## config.mk

```make
export PLATFORM = sky130hd
export DESIGN_NAME = tmr2cc_top
export DESIGN_NICKNAME = d
export VERILOG_FILES = /design/src/rtl/tmr2cc_pkg.sv /design/src/rtl/tmr2cc_sync.sv /design/src/rtl/tmr2cc_top.sv
export VERILOG_INCLUDE_DIRS = /design/src /design/src/rtl
export SDC_FILE = /design/constraint.sdc
export NUM_CORES = 1
export LEC_CHECK = 0
export ABC_AREA = 1
export BUFFER_PORTS_ARGS = -buffer_cell sky130_fd_sc_hd__buf_2
export CAP_MARGIN = 20
export CORE_ASPECT_RATIO = 1.75
export CORE_MARGIN = 2
export CORE_UTILIZATION = 45
export CTS_CLUSTER_SIZE = 20
export DETAILED_ROUTE_END_ITERATION = 16
export HOLD_SLACK_MARGIN = 0.12
export PLACE_DENSITY = 0.64
export SYNTH_ARGS = -nofsm -noshare
export SYNTH_HDL_FRONTEND = slang
export SYNTH_SLANG_ARGS = --single-unit
```

## constraint.sdc

```tcl
create_clock -name mclk -period 2.6 [get_ports mclk]
set_input_delay 0.52 -clock mclk [delete_from_list [all_inputs] [get_ports mclk]]
set_output_delay 0.52 -clock mclk [all_outputs]
set_load 0.1 [all_outputs]
```

## src/rtl/tmr2cc_cfg.svh

```systemverilog
// Register indices, field positions and reset values of the timer block.
`ifndef TMR2CC_CFG_SVH
`define TMR2CC_CFG_SVH

// ----------------------------------------------------------------------
// Register indices (byte address is four times the index)
// ----------------------------------------------------------------------
`define TMR2CC_IDX_HIGH_VALUE   6'h01
`define TMR2CC_IDX_HIGH_RELOAD  6'h02
`define TMR2CC_IDX_HIGH_CC      6'h03
`define TMR2CC_IDX_FLAGS_B      6'h0b
`define TMR2CC_IDX_VALUE        6'h0c
`define TMR2CC_IDX_RELOAD       6'h0d
`define TMR2CC_IDX_CC           6'h0e
`define TMR2CC_IDX_CONFIG       6'h0f
`define TMR2CC_IDX_CONTROL_A    6'h10

// ----------------------------------------------------------------------
// Flags/control B fields
// ----------------------------------------------------------------------
`define TMR2CC_B_LOW_CMP        0
`define TMR2CC_B_CC             1
`define TMR2CC_B_LOW_OVF        2
`define TMR2CC_B_MAIN_OVF       3
`define TMR2CC_B_SEC_POL        5
`define TMR2CC_B_SEC_OE         6
`define TMR2CC_B_LOW_IE         7
`define TMR2CC_B_FLAG_MASK      8'h0f
`define TMR2CC_B_RW_MASK        8'he0

// ----------------------------------------------------------------------
// Configuration fields
// ----------------------------------------------------------------------
`define TMR2CC_CFG_CT           0
`define TMR2CC_CFG_EDGE_LO      1
`define TMR2CC_CFG_SPLIT        3
`define TMR2CC_CFG_DIV_LO       4

// ----------------------------------------------------------------------
// Control A fields
// ----------------------------------------------------------------------
`define TMR2CC_A_CAP_RELOAD     2
`define TMR2CC_A_RUN            3
`define TMR2CC_A_LOW_RUN        4
`define TMR2CC_A_PRI_POL        5
`define TMR2CC_A_PRI_OE         6
`define TMR2CC_A_MAIN_IE        7
`define TMR2CC_A_RW_MASK        8'hfc

// ----------------------------------------------------------------------
// Reset values and edge codes
// ----------------------------------------------------------------------
`define TMR2CC_RST_BYTE         8'h00
`define TMR2CC_RST_WORD         16'h0000
`define TMR2CC_EDGE_NONE        2'h0
`define TMR2CC_EDGE_RISE        2'h1
`define TMR2CC_EDGE_FALL        2'h2
`define TMR2CC_EDGE_BOTH        2'h3

`endif

```

## src/rtl/tmr2cc_pkg.sv

```systemverilog
// Types shared by the timer block and its input synchroniser.
package tmr2cc_pkg;

    typedef struct packed {
        logic        psel;
        logic        penable;
        logic        pwrite;
        logic [7:0]  paddr;
        logic [31:0] pwdata;
    } tmr2cc_apb_req_t;

    typedef struct packed {
        logic        pready;
        logic [31:0] prdata;
        logic        pslverr;
    } tmr2cc_apb_rsp_t;

    typedef struct packed {
        logic first;
        logic second;
        logic prev;
        logic rise;
        logic fall;
    } tmr2cc_sync_state_t;

    typedef struct packed {
        tmr2cc_apb_rsp_t rsp;
        logic [15:0]     cnt;
        logic [15:0]     rld;
        logic [15:0]     cc;
        logic [7:0]      cfg;
        logic [7:0]      cnb;
        logic [7:0]      cna;
        logic [6:0]      presc;
        logic            wave_a;
        logic            wave_b;
        logic            oe0_prev;
        logic            oe1_prev;
        logic            pin_p;
        logic            pin_b;
        logic            irq_main;
        logic            irq_low;
    } tmr2cc_state_t;

endpackage

```

## src/rtl/tmr2cc_sync.sv

```systemverilog
// Two-stage synchroniser with registered edge pulses for the edge input.
`timescale 1ns/1ps
`default_nettype none
module tmr2cc_sync (
    input  wire logic mclk,
    input  wire logic reset,
    input  wire logic async_in,
    output logic      rise,
    output logic      fall
);
    tmr2cc_pkg::tmr2cc_sync_state_t s_q;
    tmr2cc_pkg::tmr2cc_sync_state_t s_d;

    // Only the second stage feeds the edge compare.
    always_comb begin
        s_d        = s_q;
        s_d.first  = async_in;
        s_d.second = s_q.first;
        s_d.prev   = s_q.second;
        s_d.rise   = s_q.second & ~s_q.prev;
        s_d.fall   = ~s_q.second & s_q.prev;
    end

    always_ff @(posedge mclk) begin
        if (reset) begin
            s_q <= '0;
        end else begin
            s_q <= s_d;
        end
    end

    assign rise = s_q.rise;
    assign fall = s_q.fall;
endmodule
`default_nettype wire

```

## src/rtl/tmr2cc_top.sv

```systemverilog
// Timer with capture, reload and compare, split mode and APB registers.
//
// Contract
// Split mode: low timer matching low compare byte sets low compare flag.
// Compare match (16-bit or high byte) or capture sets capture flag.
// Split mode: low byte timer overflow sets low overflow flag.
// Full overflow, or high byte overflow in split mode, sets main flag.
// Secondary polarity gives alternate pin start level; source per mode.
// Secondary polarity reaches pin only when its enable rises.
// Low interrupt enable gates low overflow and low compare requests.
// Split mode: value, reload, compare read high byte 00, ignore writes.
// Value register holds live count; writing it changes the count.
// Reload register holds the value loaded on a reload event.
// Compare register holds match value, or captured count on capture.
// Select bit picks timer (0) or edge counting (1) for main timer.
// Edge field: none compares or disables; rise/fall capture or count.
// The low byte timer always works in compare mode in split mode.
// Split select: 0 one 16-bit timer, 1 two 8-bit timers.
// Timer mode clock divides by two to the power of the divide field.
// Output enables route waveforms per mode; disabled pin shows latch.
// Run enable low stops the timer and keeps the count.
// Flags stay set until software writes zero; set beats clear.
// Compare mode counts up and loads reload value on each overflow.
//
// Our own choice: the APB slave port.
`timescale 1ns/1ps
`default_nettype none
`include "tmr2cc_cfg.svh"
module tmr2cc_top (
    input  wire logic                         mclk,
    input  wire logic                         reset,
    input  wire tmr2cc_pkg::tmr2cc_apb_req_t  apb_req,
    output tmr2cc_pkg::tmr2cc_apb_rsp_t       apb_rsp,
    input  wire logic                         edge_input,
    input  wire logic                         primary_port_latch,
    input  wire logic                         alternate_port_latch,
    output logic                              primary_output_pin,
    output logic                              alternate_output_pin,
    output logic                              main_irq,
    output logic                              low_irq
);
    tmr2cc_pkg::tmr2cc_state_t s_q;
    tmr2cc_pkg::tmr2cc_state_t s_d;

    logic        edge_rise;
    logic        edge_fall;
    logic        access;
    logic        first_cyc;
    logic        wr;
    logic        hit;
    logic [5:0]  idx;
    logic [31:0] wdata;
    logic [31:0] rd;
    logic        split;
    logic        ct_sel;
    logic [1:0]  edge_sel;
    logic [2:0]  div_sel;
    logic [6:0]  div_mask;
    logic        presc_tick;
    logic        edge_hit;
    logic        cap_mode;
    logic        run;
    logic        main_step;
    logic        low_step;
    logic        hi_ovf;
    logic        hi_match;
    logic        lo_ovf;
    logic        lo_match;
    logic        capture;
    logic [15:0] cnt_full;
    logic [7:0]  cnt_hi;
    logic [7:0]  cnt_lo;

    // ------------------------------------------------------------------
    // Edge input synchroniser
    // ------------------------------------------------------------------
    tmr2cc_sync u_sync (
        .mclk     (mclk),
        .reset    (reset),
        .async_in (edge_input),
        .rise     (edge_rise),
        .fall     (edge_fall)
    );

    // ------------------------------------------------------------------
    // Next-state logic
    // ------------------------------------------------------------------
    always_comb begin
        s_d      = s_q;
        idx      = apb_req.paddr[7:2];
        wdata    = apb_req.pwdata;
        access   = apb_req.psel & apb_req.penable;
        first_cyc = access & ~s_q.rsp.pready;
        wr       = access & s_q.rsp.pready & apb_req.pwrite;
        split    = s_q.cfg[`TMR2CC_CFG_SPLIT];
        ct_sel   = s_q.cfg[`TMR2CC_CFG_CT];
        edge_sel = s_q.cfg[`TMR2CC_CFG_EDGE_LO +: 2];
        div_sel  = s_q.cfg[`TMR2CC_CFG_DIV_LO +: 3];
        run      = s_q.cna[`TMR2CC_A_RUN];

        // Register read decode.
        hit = 1'b1;
        rd  = '0;
        unique case (idx)
            `TMR2CC_IDX_HIGH_VALUE:  rd[7:0] = s_q.cnt[15:8];
            `TMR2CC_IDX_HIGH_RELOAD: rd[7:0] = s_q.rld[15:8];
            `TMR2CC_IDX_HIGH_CC:     rd[7:0] = s_q.cc[15:8];
            `TMR2CC_IDX_FLAGS_B: begin
                rd[7:0] = s_q.cnb & (`TMR2CC_B_RW_MASK | `TMR2CC_B_FLAG_MASK);
            end
            `TMR2CC_IDX_VALUE: begin
                rd[15:0] = split ? {8'h00, s_q.cnt[7:0]} : s_q.cnt;
            end
            `TMR2CC_IDX_RELOAD: begin
                rd[15:0] = split ? {8'h00, s_q.rld[7:0]} : s_q.rld;
            end
            `TMR2CC_IDX_CC: begin
                rd[15:0] = split ? {8'h00, s_q.cc[7:0]} : s_q.cc;
            end
            `TMR2CC_IDX_CONFIG:    rd[7:0] = s_q.cfg;
            `TMR2CC_IDX_CONTROL_A: rd[7:0] = s_q.cna & `TMR2CC_A_RW_MASK;
            default:               hit = 1'b0;
        endcase

        // APB answer one cycle into the access phase.
        s_d.rsp.pready  = first_cyc;
        s_d.rsp.pslverr = first_cyc & ~hit;
        s_d.rsp.prdata  = (first_cyc & ~apb_req.pwrite) ? rd : '0;

        // Prescaler, tick once every 2^div clocks.
        s_d.presc  = 7'(s_q.presc + 7'h01);
        div_mask   = 7'((8'h01 << div_sel) - 8'h01);
        presc_tick = (s_q.presc & div_mask) == div_mask;

        // Main timer stepping and capture.
        unique case (edge_sel)
            `TMR2CC_EDGE_RISE: edge_hit = edge_rise;
            `TMR2CC_EDGE_FALL: edge_hit = edge_fall;
            `TMR2CC_EDGE_BOTH: edge_hit = edge_rise | edge_fall;
            `TMR2CC_EDGE_NONE: edge_hit = 1'b0;
        endcase
        cap_mode  = ~ct_sel & (edge_sel != `TMR2CC_EDGE_NONE);
        main_step = run & (ct_sel ? edge_hit : presc_tick);
        low_step  = split & s_q.cna[`TMR2CC_A_LOW_RUN] & presc_tick;
        capture   = run & cap_mode & edge_hit;

        // Work out the next counts.
        cnt_full = s_q.cnt;
        cnt_hi   = s_q.cnt[15:8];
        cnt_lo   = s_q.cnt[7:0];
        hi_ovf   = 1'b0;
        hi_match = 1'b0;
        lo_ovf   = 1'b0;
        lo_match = 1'b0;
        if (main_step) begin
            if (!split) begin
                hi_ovf   = s_q.cnt == 16'hffff;
                cnt_full = hi_ovf ? s_q.rld : 16'(s_q.cnt + 16'h0001);
                hi_match = ~cap_mode & (cnt_full == s_q.cc);
                cnt_hi   = cnt_full[15:8];
                cnt_lo   = cnt_full[7:0];
            end else begin
                hi_ovf   = s_q.cnt[15:8] == 8'hff;
                cnt_hi   = hi_ovf ? s_q.rld[15:8]
                                  : 8'(s_q.cnt[15:8] + 8'h01);
                hi_match = ~cap_mode & (cnt_hi == s_q.cc[15:8]);
            end
        end
        if (low_step) begin
            lo_ovf   = s_q.cnt[7:0] == 8'hff;
            cnt_lo   = lo_ovf ? s_q.rld[7:0]
                              : 8'(s_q.cnt[7:0] + 8'h01);
            lo_match = cnt_lo == s_q.cc[7:0];
        end
        s_d.cnt = {cnt_hi, cnt_lo};

        // Capture loads the compare register and may reload the count.
        if (capture) begin
            if (split) begin
                s_d.cc[15:8] = s_q.cnt[15:8];
            end else begin
                s_d.cc = s_q.cnt;
            end
            if (s_q.cna[`TMR2CC_A_CAP_RELOAD]) begin
                s_d.cnt[15:8] = s_q.rld[15:8];
                if (!split) begin
                    s_d.cnt[7:0] = s_q.rld[7:0];
                end
            end
        end

        // Software writes to flags/control B clear flags written as zero.
        if (wr && idx == `TMR2CC_IDX_FLAGS_B) begin
            s_d.cnb = (wdata[7:0] & `TMR2CC_B_RW_MASK)
                    | (s_q.cnb & wdata[7:0] & `TMR2CC_B_FLAG_MASK);
        end
        // Hardware sets after the clear, so a same-cycle event survives.
        s_d.cnb[`TMR2CC_B_LOW_CMP]  = s_d.cnb[`TMR2CC_B_LOW_CMP]
                                    | lo_match;
        s_d.cnb[`TMR2CC_B_CC]       = s_d.cnb[`TMR2CC_B_CC]
                                    | hi_match | capture;
        s_d.cnb[`TMR2CC_B_LOW_OVF]  = s_d.cnb[`TMR2CC_B_LOW_OVF]
                                    | lo_ovf;
        s_d.cnb[`TMR2CC_B_MAIN_OVF] = s_d.cnb[`TMR2CC_B_MAIN_OVF]
                                    | hi_ovf;

        // Software writes to value, reload, compare and configuration.
        if (wr) begin
            unique case (idx)
                `TMR2CC_IDX_HIGH_VALUE:  s_d.cnt[15:8] = wdata[7:0];
                `TMR2CC_IDX_HIGH_RELOAD: s_d.rld[15:8] = wdata[7:0];
                `TMR2CC_IDX_HIGH_CC:     s_d.cc[15:8]  = wdata[7:0];
                `TMR2CC_IDX_VALUE: begin
                    s_d.cnt[7:0] = wdata[7:0];
                    if (!split) begin
                        s_d.cnt[15:8] = wdata[15:8];
                    end
                end
                `TMR2CC_IDX_RELOAD: begin
                    s_d.rld[7:0] = wdata[7:0];
                    if (!split) begin
                        s_d.rld[15:8] = wdata[15:8];
                    end
                end
                `TMR2CC_IDX_CC: begin
                    s_d.cc[7:0] = wdata[7:0];
                    if (!split) begin
                        s_d.cc[15:8] = wdata[15:8];
                    end
                end
                `TMR2CC_IDX_CONFIG:    s_d.cfg = wdata[7:0];
                `TMR2CC_IDX_CONTROL_A: begin
                    s_d.cna = wdata[7:0] & `TMR2CC_A_RW_MASK;
                end
                default:               s_d.cfg = s_q.cfg;
            endcase
        end

        // Waveforms toggle on match or overflow of their source timer, but not when both come in one cycle.
        if (hi_match ^ hi_ovf) begin
            s_d.wave_a = ~s_q.wave_a;
        end
        if (split ? (lo_match ^ lo_ovf) : (hi_match ^ hi_ovf)) begin
            s_d.wave_b = ~s_q.wave_b;
        end
        s_d.oe0_prev = s_q.cna[`TMR2CC_A_PRI_OE];
        s_d.oe1_prev = s_q.cnb[`TMR2CC_B_SEC_OE];
        if (s_q.cna[`TMR2CC_A_PRI_OE] && !s_q.oe0_prev) begin
            s_d.wave_a = s_q.cna[`TMR2CC_A_PRI_POL];
        end
        if (s_q.cnb[`TMR2CC_B_SEC_OE] && !s_q.oe1_prev) begin
            s_d.wave_b = s_q.cnb[`TMR2CC_B_SEC_POL];
        end

        // Pins show the waveform when enabled, else the port latch.
        s_d.pin_p = s_q.cna[`TMR2CC_A_PRI_OE] ? s_d.wave_a
                                              : primary_port_latch;
        s_d.pin_b = s_q.cnb[`TMR2CC_B_SEC_OE] ? s_d.wave_b
                                              : alternate_port_latch;

        // Interrupt requests gated by their enables.
        s_d.irq_main = s_q.cna[`TMR2CC_A_MAIN_IE]
                     & (s_d.cnb[`TMR2CC_B_MAIN_OVF] | s_d.cnb[`TMR2CC_B_CC]);
        s_d.irq_low  = s_q.cnb[`TMR2CC_B_LOW_IE]
                     & (s_d.cnb[`TMR2CC_B_LOW_OVF]
                     | s_d.cnb[`TMR2CC_B_LOW_CMP]);
    end

    // ------------------------------------------------------------------
    // State register
    // ------------------------------------------------------------------
    always_ff @(posedge mclk) begin
        if (reset) begin
            s_q      <= '0;
            s_q.cnt  <= `TMR2CC_RST_WORD;
            s_q.rld  <= `TMR2CC_RST_WORD;
            s_q.cc   <= `TMR2CC_RST_WORD;
            s_q.cfg  <= `TMR2CC_RST_BYTE;
            s_q.cnb  <= `TMR2CC_RST_BYTE;
            s_q.cna  <= `TMR2CC_RST_BYTE;
        end else begin
            s_q <= s_d;
        end
    end

    // ------------------------------------------------------------------
    // Outputs
    // ------------------------------------------------------------------
    assign apb_rsp              = s_q.rsp;
    assign primary_output_pin   = s_q.pin_p;
    assign alternate_output_pin = s_q.pin_b;
    assign main_irq             = s_q.irq_main;
    assign low_irq              = s_q.irq_low;
endmodule
`default_nettype wire

```

======== After elaboration in Yosys (flattened, before gate mapping) ========
Index checks and enable logic that the tools add are counted.
cells by class
  add/subtract/negate cells ............... 5
  equality and inequality tests ........... 20
  shift operators ......................... 1
  mux-type cells .......................... 46
  bitwise gates (word level) .............. 41
  reduce and logical (&&, ||, !) cells .... 14
operators by type and width
  cell                   count
  $mux 8                 16
  $mux 16                7
  $pmux 8 s9             1
  $mux 56                1
  $pmux 8 s2             3
  $eq 6x4->1 const B     5
  $pmux 8 s3             1
  $and 1x1->1            18
  $add 16x1->16 const B  1
  $add 8x1->8 const B    2
  $eq 16x16->1           1
  $eq 16x16->1 const B   1
  $eq 8x8->1             2
  $eq 8x8->1 const B     2
  $mux 1                 15
  $eq 6x2->1 const B     2
  $not 1->1              10
  $reduce_or 9->1        1
  $or 1x1->1             8
  $or 8x4->8             1
  $add 7x1->7 const B    1
  $and 7x7->7            1
  $eq 7x7->1             1
  $shl 1x3->7 const A    1
  other kinds (17)       25
word-level totals
  flip-flop bits (word level) ............. 124
  input bits .............................. 48
  output and inout port bits .............. 38
  word-level logic and storage cells ...... 153

======== Depth between registers and ports, before layout ========
  depth in word-level cells ............... 14
  depth in mapped cells ................... 24
  gate-level depth less buffers ........... 24

======== Hierarchy ========
Synthesis repeated with hierarchy kept, for this count alone.
unflattened totals
  cell total of the unflattened synthesis .. 1120
  area, all modules ....................... 7106.8 um^2
modules (own cells, without submodules)
  module       times used  cells an instance  area an instance (um^2)  sequential area each (um^2)
  tmr2cc_top   1           1105               6966.7                   2042.0
  tmr2cc_sync  1           15                 140.1                    100.1

======== Worst setup path before layout ========
No wires, ideal clock.
  path type ............................... reg2reg
  start ................................... register s_q[71] (netlist bit)
  end ..................................... register s_q (netlist bit alternate_output_pin)
  setup time .............................. 109 ps
  data arrival time ....................... 2306 ps
  required time ........................... 2491 ps
  setup slack ............................. 185 ps
  cell stages (with the launch flop) ...... 25
  path buffers ............................ 2
  period minus slack after synthesis ...... 2415 ps
  path through ............................ dfxtp_1 ha_1 nand2_2 nor2_4 nand2_2 buf_6 nor2_8 buf_8 nand2_1 nand3_1 nand2_1 nor2_1 nand2_1 nor2_1 nand3_1 nand2_1 nand2_1 nand2_2 nand3_1 nand2_1 nand2_1 nand3_2 nand3_1 nand2_1 inv_1
between the ends
  longest elaborated chain between the ends .. 11
  elaborated cells on any way between the ends .. 21
  those cells by class .................... 2 x add/sub; 4 x eq/ne; 12 x mux; 3 x bitwise
RTL lines
  what                                                  RTL line                              text
  start, declared                                       tmr2cc_top.sv:42                      tmr2cc_pkg::tmr2cc_state_t s_q;
  $add 16x1->16 / $eq 16x16->1 (equally long branches)  tmr2cc_top.sv:158, tmr2cc_top.sv:157
  $mux 16                                               tmr2cc_top.sv:158                     cnt_full = hi_ovf ? s_q.rld : 16'(s_q.cnt + 16'h0001);
  $eq 16x16->1                                          tmr2cc_top.sv:159                     hi_match = ~cap_mode & (cnt_full == s_q.cc);
  $and 1x1->1                                           tmr2cc_top.sv:159
  $mux 1                                                tmr2cc_top.sv:156                     if (!split) begin
  $mux 1                                                tmr2cc_top.sv:155                     if (main_step) begin
  $xor 1x1->1                                           tmr2cc_top.sv:243                     if (split ? (lo_match ^ lo_ovf) : (hi_match ^ hi_ovf)) begin
  $mux 1 * (2 in a row)                                 tmr2cc_top.sv:243
  $mux 1 *                                              tmr2cc_top.sv:251                     if (s_q.cnb[`TMR2CC_B_SEC_OE] && !s_q.oe1_prev) begin
  $mux 1 *                                              tmr2cc_top.sv:258                     s_d.pin_b = s_q.cnb[`TMR2CC_B_SEC_OE] ? s_d.wave_b
Every way passes the cells marked *; elsewhere a longest branch is shown, timed or not.
A chain may end at the register's enable or synchronous reset.

======== Worst setup path after layout ========
Ends and elaborated chain as after synthesis.

==> impl_metrics.toml <==
[timing]
clock.fmax_ghz = 0.3627
max_clock_skew_ns = 0.009149
timing.final.setup_violations = 5
post-route-min-period_ns = 2.757
hold_violations = 0
setup_ws_ns = -0.1572
fin_crit_sh_pct = 106.0
maxSlewHeadroom_pct = 50.42
finalMaxSlewViolations = 0
rsz0062_at_grt = "true"
max_slew.worst_pin.slew_ns = 0.7410

[placement]
port_buffers = 51
place_congestion = 1.004
dp_cells = 1416
placedInstanceArea_um2 = 8174
dp.final_hpwl_mm = 22.46

[layout]
diodes = 0
final_net_count = 1308
drive_gt1_share_pct = 25.16
mostFrequentLayoutCells = "sky130_fd_sc_hd__nand2_1 (207), sky130_fd_sc_hd__buf_4 (143), sky130_fd_sc_hd__inv_1 (128)"
final_common_cell = "sky130_fd_sc_hd__nand2_1"
final_cells = 1446
layout-area-overhead-vs-synth_pct = 28.79
final_cell_area_um2 = 8967

[clock_tree]
cts-hold-fix-buffers = 0
cts-root-to-sink-buffers = 2
cts_tree = "yes"
cts.htree.levels = 3
clk_pin_slew_worst_paths_ns = 0.07
cts_made_buffers = 9
root_buffer = "sky130_fd_sc_hd__clkbuf_16"
clkLatencyLatePin_ns = 0.36
cts.sinks = 107

[floorplanning]
floorplan.initialDensity_pct = 45.69
row_count = 60
die_width_um = 98.03
chipHeight_um = 168.6
floorplan.die_area_um2 = 16520
core_region_area_um2 = 15240
top_level_ports = 86

[synthesis]
mean_area_per_synthesized_cell_um2 = 6.359
yosysWarnings = 0
ys_dominant_reg_cell = "sky130_fd_sc_hd__dfxtp_1"
synth-seq-cells = 107
async_reset_ff_share_pct = 0
synth_enable_flop_cells = 0
postSynthCellCount = 1095
post_synth_instance_area_um2 = 6963
synth_sequential_area_ratio_pct = 30.76
synth_cell_type_count = 45

[critical_path]
worst_setup_path_start_kind = "register"
worst-path-max-fanout = 5
r2r_cells = 23
reg2reg_setup_slack_ns = -0.16
worstReg2RegStart = "s_q[71]"
end_kind = "register"
path_class = "register to register"
cp_data_required_time_ns = 2.86
timing.critical_path.arrival_ns = 3.02
worstReg2RegEnd = "alternate_output_pin"

[route]
post-route-drc-count = 0
drt_wl_total_mm = 29.27
route.antenna.remaining_nets = 0
count_of_vias_placed_by_the_detailed_router = 8281
wl_per_cell_um = 20.24
drt_pre_antenna_iters = 6
detail_route.iter0.violations = 687
avgViaCountPerCell = 5.727

[outcome]
run_status = "finished with violations"
violations = "negative setup slack"

[min_path]
hold_path.startpoint = "edge_input"
min_to = "u_sync.s_d[3]"
timing.hold.worst_path_depth = 3
hold_path_class = "input port to register"

[global_route]
globalRoute.totalOverflow = 0
grt_first_pass_wirelength_mm = 43.87
antenna_violations_before_repair = 0
vias_in_the_first_global_route = 8023
grt_start_max_net_pins = 44
grt_use_total_pct = 35.09

[pwr]
worst_ir_drop_vdd_uv = 286.6
p_leak_nw = 3.940
power.density_nw_per_um2 = 374.7

[job]
cap_viol_max_count = 0
-- what timing repair did --
item | CTS | global route
resized for setup | 63 | 37
buffers inserted | 12 | 3
gates cloned | 2 | 0
pin swaps | 21 | 33
endpoints found under the setup margin | 6 | 8
-- worst max-delay path by stage --
stage / startpoint / to / depth (start not counted)
final: s_q[71] / alternate_output_pin / 23
after global routing: s_q[71] / alternate_output_pin / 23
after CTS: s_q[80] / alternate_output_pin / 22
after detailed placement: s_q[71] / alternate_output_pin / 24
after global placement: s_q[79] / alternate_output_pin / 20
after floorplan: s_q[71] / alternate_output_pin / 24
-- per-layer routing --
metal	part of all wire [%]	GRT usage, %
met2	48	58.73
met5	0	0
met1	35	36.66
met3	6.1	5.367
met4	11	33.82
-- flip-flops by register name, summed over array words and instances (netlist names), 2 cells and up --
name,flops
s_d,2
apb_rsp,18
edge_sel,2
u_sync.s_d,2
div_sel,3
s_q,71
-- area by class of cell --
cell class	count	area, µm²
clock buffer	10	239.0
clock inverter	4	51.30
fill	1537	6272
inverter	137	516.7
multi-input combinational	793	4222
sequential	107	2153
tap	186	232.7
timing repair buffer	209	1553
-- synth_stat cells (5+ instances only) --
master | number | area share [%]
sky130_fd_sc_hd__or2_2 | 7 | 0.63
sky130_fd_sc_hd__nand3_1 | 84 | 6.0
sky130_fd_sc_hd__inv_1 | 130 | 7.0
sky130_fd_sc_hd__nand4_1 | 6 | 0.54
sky130_fd_sc_hd__dfxtp_1 | 107 | 31
sky130_fd_sc_hd__clkbuf_1 | 27 | 1.5
sky130_fd_sc_hd__nor2_1 | 93 | 5.0
sky130_fd_sc_hd__o211ai_1 | 18 | 1.9
sky130_fd_sc_hd__a21oi_1 | 115 | 8.3
sky130_fd_sc_hd__nor3_1 | 8 | 0.58
sky130_fd_sc_hd__nand2_2 | 8 | 0.72
sky130_fd_sc_hd__nand2_1 | 226 | 12
sky130_fd_sc_hd__buf_4 | 38 | 4.1
sky130_fd_sc_hd__a22oi_1 | 9 | 0.97
sky130_fd_sc_hd__a31oi_1 | 10 | 0.90
sky130_fd_sc_hd__xor2_1 | 8 | 1.0
sky130_fd_sc_hd__a221oi_1 | 12 | 1.5
sky130_fd_sc_hd__o221ai_1 | 5 | 0.63
sky130_fd_sc_hd__o22ai_1 | 22 | 2.0
sky130_fd_sc_hd__o21ai_0 | 110 | 7.9
sky130_fd_sc_hd__nor4_1 | 5 | 0.45
-- critical path, stage by stage, from the launching register on --
cell and delay, ns:
sky130_fd_sc_hd__dfxtp_2 0.37, sky130_fd_sc_hd__ha_4 0.16, sky130_fd_sc_hd__nand2_4 0.06, sky130_fd_sc_hd__nor2_4 0.13
sky130_fd_sc_hd__nand2_4 0.12, sky130_fd_sc_hd__buf_12 0.15, sky130_fd_sc_hd__nor2_4 0.22, sky130_fd_sc_hd__nand2_1 0.08
sky130_fd_sc_hd__nand3_1 0.09, sky130_fd_sc_hd__nand2_2 0.08, sky130_fd_sc_hd__nor2_4 0.16, sky130_fd_sc_hd__nand2_1 0.08
sky130_fd_sc_hd__nor2_1 0.12, sky130_fd_sc_hd__nand3_1 0.09, sky130_fd_sc_hd__nand2_2 0.13, sky130_fd_sc_hd__nand2_4 0.07
sky130_fd_sc_hd__nand2_4 0.11, sky130_fd_sc_hd__nand3_4 0.08, sky130_fd_sc_hd__nand2_1 0.08, sky130_fd_sc_hd__nand2_1 0.06
sky130_fd_sc_hd__nand3_2 0.07, sky130_fd_sc_hd__nand3_2 0.06, sky130_fd_sc_hd__nand2_1 0.07, sky130_fd_sc_hd__inv_1 0.03
-- cells by family after synthesis --
kind of cell,Yosys count,synth area share (%)
simple gates,451,28.21
compound gates,313,25.44
buf+inv,211,13.85
flops,107,30.76
xor+xnor,9,1.132
fa+ha+maj,3,0.5391
other cells,1,0.05386
-- per-stage QoR --
step | power (mW) | TNS [ns] | hold WS, ns | util (%) | worst slack (ns)
4_1_cts | 3.354 | -0.07338 | 0.3572 | 57.74 | -0.05115
2_1_floorplan | 1.899 | 0 | 0.3883 | - | 0.1846
3_3_place_gp | 1.960 | -1.131 | 0.3885 | 53.64 | -0.2926
6_report | 3.360 | -0.4864 | 0.3617 | 58.84 | -0.1572
5_1_grt | 3.428 | -1.221 | 0.3769 | 58.84 | -0.3214
3_5_place_dp | 1.961 | -1.153 | 0.3948 | 53.64 | -0.2886
-- power breakdown --
part           internal, mW  total (mW)  switching (mW)  leakage, nW
Clock                 0.767        1.44           0.669        0.141
Combinational        0.0497       0.274           0.225         2.93
Sequential             1.65        1.65         0.00494        0.867
Power figures use the tool's default switching activity.
